--- src/inc/swc_pkg.sv ---
package swc_pkg;

   // ------------------------------------------------------------
   // register map
   // ------------------------------------------------------------
   localparam logic [3:0]  CMD_OFS        = 4'h0;
   localparam logic [3:0]  CFG_OFS        = 4'h4;
   localparam logic [3:0]  STAT_OFS       = 4'h8;
   localparam logic [3:0]  IMASK_OFS      = 4'hC;

   // control word fields
   localparam int          KEY_LSB        = 24;
   localparam logic [7:0]  KEY_VALUE      = 8'hA5;
   localparam int          CMD_OFF_BIT    = 0;

   // configuration fields
   localparam int          EDGE_LSB       = 0;
   localparam int          DEB_LSB        = 4;
   localparam int          DEB_W          = 4;
   localparam int          IVL_EN_BIT     = 16;
   localparam int          CAL_EN_BIT     = 17;
   localparam logic [31:0] CFG_RESET      = 32'h0000_0003;

   // status fields
   localparam int          ST_PIN_BIT     = 0;
   localparam int          ST_IVL_BIT     = 16;
   localparam int          ST_CAL_BIT     = 17;

   // timing
   localparam int          DEB_UNIT       = 16;
   localparam int          CMD_DELAY      = 2;
   localparam int          CNT_W          = 8;

   // edge-select encodings
   localparam logic [1:0]  EDGE_NONE      = 2'h0;
   localparam logic [1:0]  EDGE_RISE      = 2'h1;
   localparam logic [1:0]  EDGE_FALL      = 2'h2;
   localparam logic [1:0]  EDGE_ANY       = 2'h3;

   // wake-pin debounce states
   typedef enum logic [1:0] {
      ST_IDLE  = 2'b01,
      ST_COUNT = 2'b10
   } swc_deb_t;

   // wishbone request bundle
   typedef struct packed {
      logic        cyc;
      logic        stb;
      logic        we;
      logic [3:0]  adr;
      logic [3:0]  sel;
      logic [31:0] dat;
   } swc_wb_req_t;

   // whole state of the controller
   typedef struct packed {
      logic        ack;
      logic [31:0] rdat;
      logic [1:0]  edge_sel;
      logic [3:0]  deb_cnt;
      logic        ivl_en;
      logic        cal_en;
      logic [2:0]  stat;
      logic [2:0]  imask;
      logic [1:0]  cmd_pipe;
      logic        off;
      logic [1:0]  wk_sync;
      logic        wk_last;
      logic [1:0]  ivl_sync;
      logic        ivl_last;
      logic [1:0]  cal_sync;
      logic        cal_last;
      swc_deb_t    deb_st;
      logic [CNT_W-1:0] cnt;
   } swc_state_t;

endpackage

--- src/hdl/swc_controller.sv ---
// Summary of operation
// - keyed write with command bit asserts power-off
// - power-off takes effect two cycles after write
// - wrong key discards the whole control write
// - wake input level change is a wake source
// - pulses under count times sixteen are rejected
// - debounce counter reaching target releases power-off
// - new change before target clears the counter
// - pin wake flag set, cleared by status read
// - interval alarm rising edge wakes when enabled
// - interval alarm wake flagged, cleared by read
// - calendar alarm rising edge wakes when enabled
// - calendar alarm wake flagged, cleared by read
// - runs continuously on slow clock, never gated
// - edge select: off, rise, fall, any
// - release after count times sixteen plus one
//
// The Wishbone register port was decided locally.
`timescale 1ns/10ps
module swc_controller (
   // clock and reset
   input  wire logic                  clk,
   input  wire logic                  reset,
   // wishbone slave
   input  wire swc_pkg::swc_wb_req_t  wb_req,
   output logic                       wb_ack,
   output logic [31:0]                wb_rdat,
   // pins and alarms
   input  wire logic                  wake_in,
   input  wire logic                  interval_alarm,
   input  wire logic                  calendar_alarm,
   output logic                       power_off_out,
   // interrupt
   output logic                       irq
);

   // ------------------------------------------------------------
   // state
   // ------------------------------------------------------------
   swc_pkg::swc_state_t s_reg;
   swc_pkg::swc_state_t s_next;

   localparam int CNT_W_L = swc_pkg::CNT_W;

   logic                acc;
   logic                wr;
   logic                rd;
   logic                key_ok;
   logic                wk_edge;
   logic                wk_sel;
   logic                ivl_ev;
   logic                cal_ev;
   logic                pin_ev;
   logic [CNT_W_L-1:0]  target;
   logic [2:0]          ev;
   logic [2:0]          clr;
   logic                keyed_wr;
   logic                stat_rd;

   // ------------------------------------------------------------
   // bus decode and event detection
   // ------------------------------------------------------------
   // single-cycle answer; ack drops after one cycle and a held request is not re-taken while ack is high
   assign acc    = wb_req.cyc && wb_req.stb && !s_reg.ack;
   assign wr     = acc && wb_req.we;
   assign rd     = acc && !wb_req.we;
   assign key_ok = wb_req.dat[swc_pkg::KEY_LSB +: 8] == swc_pkg::KEY_VALUE;
   // edge detectors look at the second synchroniser stage only
   assign wk_edge = s_reg.wk_sync[1] != s_reg.wk_last;
   assign ivl_ev = s_reg.ivl_en && s_reg.ivl_sync[1] && !s_reg.ivl_last;
   assign cal_ev = s_reg.cal_en && s_reg.cal_sync[1] && !s_reg.cal_last;
   assign target = CNT_W_L'(s_reg.deb_cnt) * CNT_W_L'(swc_pkg::DEB_UNIT);

   // decode the edge-select field
   always_comb begin
      unique case (s_reg.edge_sel)
         swc_pkg::EDGE_NONE: wk_sel = 1'b0;
         swc_pkg::EDGE_RISE: wk_sel = wk_edge && s_reg.wk_sync[1];
         swc_pkg::EDGE_FALL: wk_sel = wk_edge && !s_reg.wk_sync[1];
         swc_pkg::EDGE_ANY:  wk_sel = wk_edge;
      endcase
   end

   // pin wake fires once the filtered level has stood long enough
   assign pin_ev = (s_reg.deb_st == swc_pkg::ST_COUNT) && !wk_edge
                   && (s_reg.cnt >= target);
   assign ev     = {cal_ev, ivl_ev, pin_ev};
   assign clr    = (wr && wb_req.adr == swc_pkg::STAT_OFS) ? wb_req.dat[2:0] : 3'h0;
   // qualified strobes, kept as plain signals so checks can combine them freely
   assign keyed_wr = wr && wb_req.adr == swc_pkg::CMD_OFS && key_ok
                     && wb_req.dat[swc_pkg::CMD_OFF_BIT];
   assign stat_rd  = rd && wb_req.adr == swc_pkg::STAT_OFS;

   // ------------------------------------------------------------
   // next-state logic
   // ------------------------------------------------------------
   always_comb begin
      s_next          = s_reg;
      s_next.ack      = acc;
      s_next.wk_sync  = {s_reg.wk_sync[0], wake_in};
      s_next.wk_last  = s_reg.wk_sync[1];
      s_next.ivl_sync = {s_reg.ivl_sync[0], interval_alarm};
      s_next.ivl_last = s_reg.ivl_sync[1];
      s_next.cal_sync = {s_reg.cal_sync[0], calendar_alarm};
      s_next.cal_last = s_reg.cal_sync[1];
      s_next.cmd_pipe = {s_reg.cmd_pipe[0], 1'b0};

      // debounce: start on selected change, clear on any further change
      unique case (s_reg.deb_st)
         swc_pkg::ST_IDLE: begin
            s_next.cnt = '0;
            if (wk_sel) begin
               s_next.deb_st = swc_pkg::ST_COUNT;
            end
         end
         swc_pkg::ST_COUNT: begin
            if (wk_edge) begin
               s_next.cnt    = '0;
               s_next.deb_st = wk_sel ? swc_pkg::ST_COUNT : swc_pkg::ST_IDLE;
            end else if (pin_ev) begin
               s_next.cnt    = '0;
               s_next.deb_st = swc_pkg::ST_IDLE;
            end else begin
               s_next.cnt = s_reg.cnt + CNT_W_L'(1);
            end
         end
         default: begin
            s_next.deb_st = swc_pkg::ST_IDLE;
            s_next.cnt    = '0;
         end
      endcase

      // read data, status read clears flags
      s_next.rdat = '0;
      if (rd) begin
         unique case (wb_req.adr)
            swc_pkg::CFG_OFS: begin
               s_next.rdat[swc_pkg::EDGE_LSB +: 2]             = s_reg.edge_sel;
               s_next.rdat[swc_pkg::DEB_LSB +: swc_pkg::DEB_W] = s_reg.deb_cnt;
               s_next.rdat[swc_pkg::IVL_EN_BIT]                = s_reg.ivl_en;
               s_next.rdat[swc_pkg::CAL_EN_BIT]                = s_reg.cal_en;
            end
            swc_pkg::STAT_OFS: begin
               s_next.rdat[swc_pkg::ST_PIN_BIT] = s_reg.stat[0];
               s_next.rdat[swc_pkg::ST_IVL_BIT] = s_reg.stat[1];
               s_next.rdat[swc_pkg::ST_CAL_BIT] = s_reg.stat[2];
               s_next.stat = 3'h0;
            end
            swc_pkg::IMASK_OFS: s_next.rdat[2:0] = s_reg.imask;
            default: s_next.rdat = '0;
         endcase
      end

      // writes; command word only counts with the right key
      if (wr) begin
         unique case (wb_req.adr)
            swc_pkg::CMD_OFS: begin
               if (key_ok && wb_req.dat[swc_pkg::CMD_OFF_BIT]) begin
                  s_next.cmd_pipe[0] = 1'b1;
               end
            end
            swc_pkg::CFG_OFS: begin
               s_next.edge_sel = wb_req.dat[swc_pkg::EDGE_LSB +: 2];
               s_next.deb_cnt  = wb_req.dat[swc_pkg::DEB_LSB +: swc_pkg::DEB_W];
               s_next.ivl_en   = wb_req.dat[swc_pkg::IVL_EN_BIT];
               s_next.cal_en   = wb_req.dat[swc_pkg::CAL_EN_BIT];
            end
            swc_pkg::IMASK_OFS: s_next.imask = wb_req.dat[2:0];
            default: s_next.imask = s_reg.imask;
         endcase
      end
      // status flags clear by writing ones; set beats both clears
      s_next.stat = (s_next.stat & ~clr) | ev;

      // power-off output: command two cycles late, any wake releases it
      if (|ev) begin
         s_next.off = 1'b0;
      end else if (s_reg.cmd_pipe[1]) begin
         s_next.off = 1'b1;
      end
   end

   // ------------------------------------------------------------
   // registers: free-running on the slow clock, no enable
   // ------------------------------------------------------------
   always_ff @(posedge clk) begin
      if (reset) begin
         s_reg          <= '0;
         s_reg.edge_sel <= swc_pkg::CFG_RESET[1:0];
         s_reg.deb_st   <= swc_pkg::ST_IDLE;
      end else begin
         s_reg <= s_next;
      end
   end

   // outputs
   assign wb_ack        = s_reg.ack;
   assign wb_rdat       = s_reg.rdat;
   assign power_off_out = s_reg.off;
   assign irq           = |(s_reg.stat & s_reg.imask);
endmodule

--- config.mk ---
export PLATFORM = sky130hd
export DESIGN_NAME = swc_controller
export DESIGN_NICKNAME = d
export VERILOG_FILES = /design/src/inc/swc_pkg.sv /design/src/hdl/swc_controller.sv
export SDC_FILE = /design/constraint.sdc
export NUM_CORES = 1
export LEC_CHECK = 0
export BUFFER_PORTS_ARGS = -buffer_cell sky130_fd_sc_hd__buf_2
export CORE_MARGIN = 5
export CORE_UTILIZATION = 25
export CTS_CLUSTER_DIAMETER = 100
export CTS_CLUSTER_SIZE = 28
export DETAILED_ROUTE_END_ITERATION = 6
export HOLD_SLACK_MARGIN = 0.02
export RECOVER_POWER = 100
export SLEW_MARGIN = 20
export SYNTH_ARGS = -nofsm -noshare
export SYNTH_HDL_FRONTEND = slang
export SYNTH_SLANG_ARGS = --single-unit
--- constraint.sdc ---
create_clock -name clk -period 1.5 [get_ports clk]
set_input_delay 0.375 -clock clk [delete_from_list [all_inputs] [get_ports clk]]
set_output_delay 0.375 -clock clk [all_outputs]
set_load 0.005 [all_outputs]
==> results.json <==
{
  "cts_inserted_buffers": 5,
  "final_max_slew_viol_count": 0,
  "dp_cells": 394,
  "rr_startpoint": "s_reg[33]",
  "period_minus_slack_ps": 1600,
  "synth.avg_cell_area_um2": 9.39,
  "ir_drop_mv": 0.326,
  "worstPathArrival_ps": 1230,
  "antenna_found_initial": 0,
  "dieHeight_um": 105,
  "clock_sinks": 46,
  "synth_edf_count": 0,
  "gp_congestion": 0.766,
  "layout_commonest_cell": "dfxtp_1",
  "cp_top_family": "compound AO/OA/AOI/OAI gates",
  "max_freq_mhz": 624,
  "cts.path.max_buffers": 2,
  "crit_required_ps": 1120,
  "grt_usage_pct": 7.94,
  "row_count": 34,
  "rr_endpoint": "s_reg[1]",
  "diodes": 0,
  "final_nets": 356,
  "fin_skew_ps": 11.6,
  "dieArea_um2": 10900,
  "clock_latency_ps": 290,
  "hp-class": "input pin to flip-flop",
  "reg2regPathDepth": 6,
  "layout_common_cells": "dfxtp_1 (37), buf_2 (31), buf_4 (26)",
  "reg2reg_slack_ps": -60,
  "cts_max_level": 2,
  "synthCells": 238,
  "cp-startpoint": "s_reg[27]",
  "clkTransAtPathRegs_ps": 80,
  "setup_ws_ps": -102,
  "synth_cell_types": 43,
  "hpwl_um": 3630,
  "hold_viol": 0,
  "synth_ff_type": "dfxtp_1",
  "largest_reg_flops": 28,
  "grt_max_degree": 18,
  "hold_start": "wake_in",
  "placed_area_um2": 2580,
  "num_vias": 1665,
  "design.portCount": 83,
  "drc_errors": 0,
  "critPathLaunchType": "flip-flop",
  "routedWlPerCell_um": 11.2,
  "path_buf_inv": 2,
  "fin_crit_sh_pct": 107,
  "fin_cells": 405,
  "ant_nets": 0,
  "yosys_warnings": 0,
  "whs_ps": 295,
  "critPathCaptureType": "output port",
  "tritoncts": "yes",
  "layout-drive-gt1-share_pct": 33.3,
  "firstDrtPassIters": 4,
  "hold_path_depth": 2,
  "clock-root-buffer": "clkbuf_8",
  "finalInstanceArea_um2": 2780,
  "synth_area_um2": 2240,
  "violations": "negative setup slack",
  "fin_util_pct": 31.9,
  "ys_seq_area_share_pct": 41.2,
  "rsz0062_at_grt": "yes",
  "drtIter0Drc": 51,
  "core_area_um2": 8720,
  "path_cells": "a222oi_1 -> inv_1 -> buf_2",
  "die_w_um": 105,
  "vias_per_cell": 4.11,
  "cp_max_fo": 3,
  "grt-ovfl-total": 0,
  "grt_pass1_vias": 1564,
  "p_per_area_nw_per_um2": 769,
  "max-cap-violations": 0,
  "initial_core_util_pct": 25.6,
  "outcome": "finished, violations left",
  "synthArstFlopShare_pct": 0,
  "area_delta_synth_final_pct": 24.3,
  "grt_pass1_wl_um": 7240,
  "portBuffers": 40,
  "setup_viol": 11,
  "p_leak_nw": 1.25,
  "synth-seq-cells": 46,
  "hold_buffers": 0,
  "routed_wl_um": 4520,
  "hold-path-endpoint": "s_next[18]",
  "crit_type": "flip-flop to output port",
  "slowest_delay_ps": 390,
  "slowest_stage": "a222oi_1"
}
## metrics by stage
stage	TNS (ps)	setup slack, ps	power (W)
floorplan	0	31.6	0.00142
detailed placement	-1150	-126	0.00146
global placement	-946	-96.7	0.00146
global route	-1390	-157	0.00225
finish	-401	-102	0.00214
CTS	-404	-105	0.00218
## worst max-delay path by stage
stage | cells past startpoint | slack, ps | to
2_1_floorplan | 6 | 30 | s_reg[1]
3_3_place_gp | 6 | -100 | s_reg[8]
3_5_place_dp | 6 | -130 | s_reg[7]
4_1_cts | 3 | -110 | irq
5_1_grt | 6 | -160 | s_reg[8]
6_report | 3 | -100 | irq
## Yosys cell counts (all sizes together) (4+ instances only)
cell type / instances / share of area [%]
xor2: 4 / 1.6
nor2b: 15 / 4.2
buf: 34 / 11
inv: 13 / 2.2
mux2i: 11 / 4.9
nor2: 22 / 3.8
nand2: 6 / 1.0
o21ai: 7 / 1.6
dfxtp: 46 / 41
ha: 11 / 6.2
nand4: 6 / 3.0
a21oi: 4 / 0.90
nor3: 12 / 3.8
clkbuf: 4 / 0.67
nand3: 9 / 2.0
## where the power goes
group	switching (W)	internal (W)	total (W)
sequential	0.00000872	0.00124	0.00124
clock	0.000387	0.000320	0.000707
combinational	0.000106	0.0000816	0.000187
total	0.000502	0.00164	0.00214
## repair_timing
action                     4_1_cts  5_1_grt
buffers inserted                 3        1
setup endpoints to repair       13       13
pin swaps                       16        7
gates resized for setup         21        5
## cells by family (layout without fill, tap and decap cells)
| logic type | count (synthesis) | after routing | share of synthesized area (%) |
|---|---|---|---|
| compound gates | 24 | 24 | 7.44 |
| other cells | 1 | 23 | 0.168 |
| fa+ha+maj | 11 | 11 | 6.16 |
| xor+xnor | 6 | 6 | 2.35 |
| mux | 11 | 11 | 4.92 |
| buf+inv | 51 | 88 | 14.0 |
| simple gates | 88 | 88 | 23.7 |
| flops | 46 | 46 | 41.2 |
## cell type report
class	instances	area, µm²
Clock buffer	6	72.6
Inverter	13	48.8
Timing Repair Buffer	68	395
Tap cell	108	135
Clock inverter	1	7.51
Multi-Input combinational cell	163	1180
Sequential cell	46	935
Fill cell	913	5940
## routing by layer
metal	share of wire (%)	GRT usage, %	wire, µm	vias to the layer above
met3	6.7	3.02	303	4
met5	0	0	0	-
met1	44	10.1	1980	757
met4	0.88	2.37	40	0
li1	-	-	-	862
met2	48	12.5	2190	42
Power figures use the tool's default switching activity.
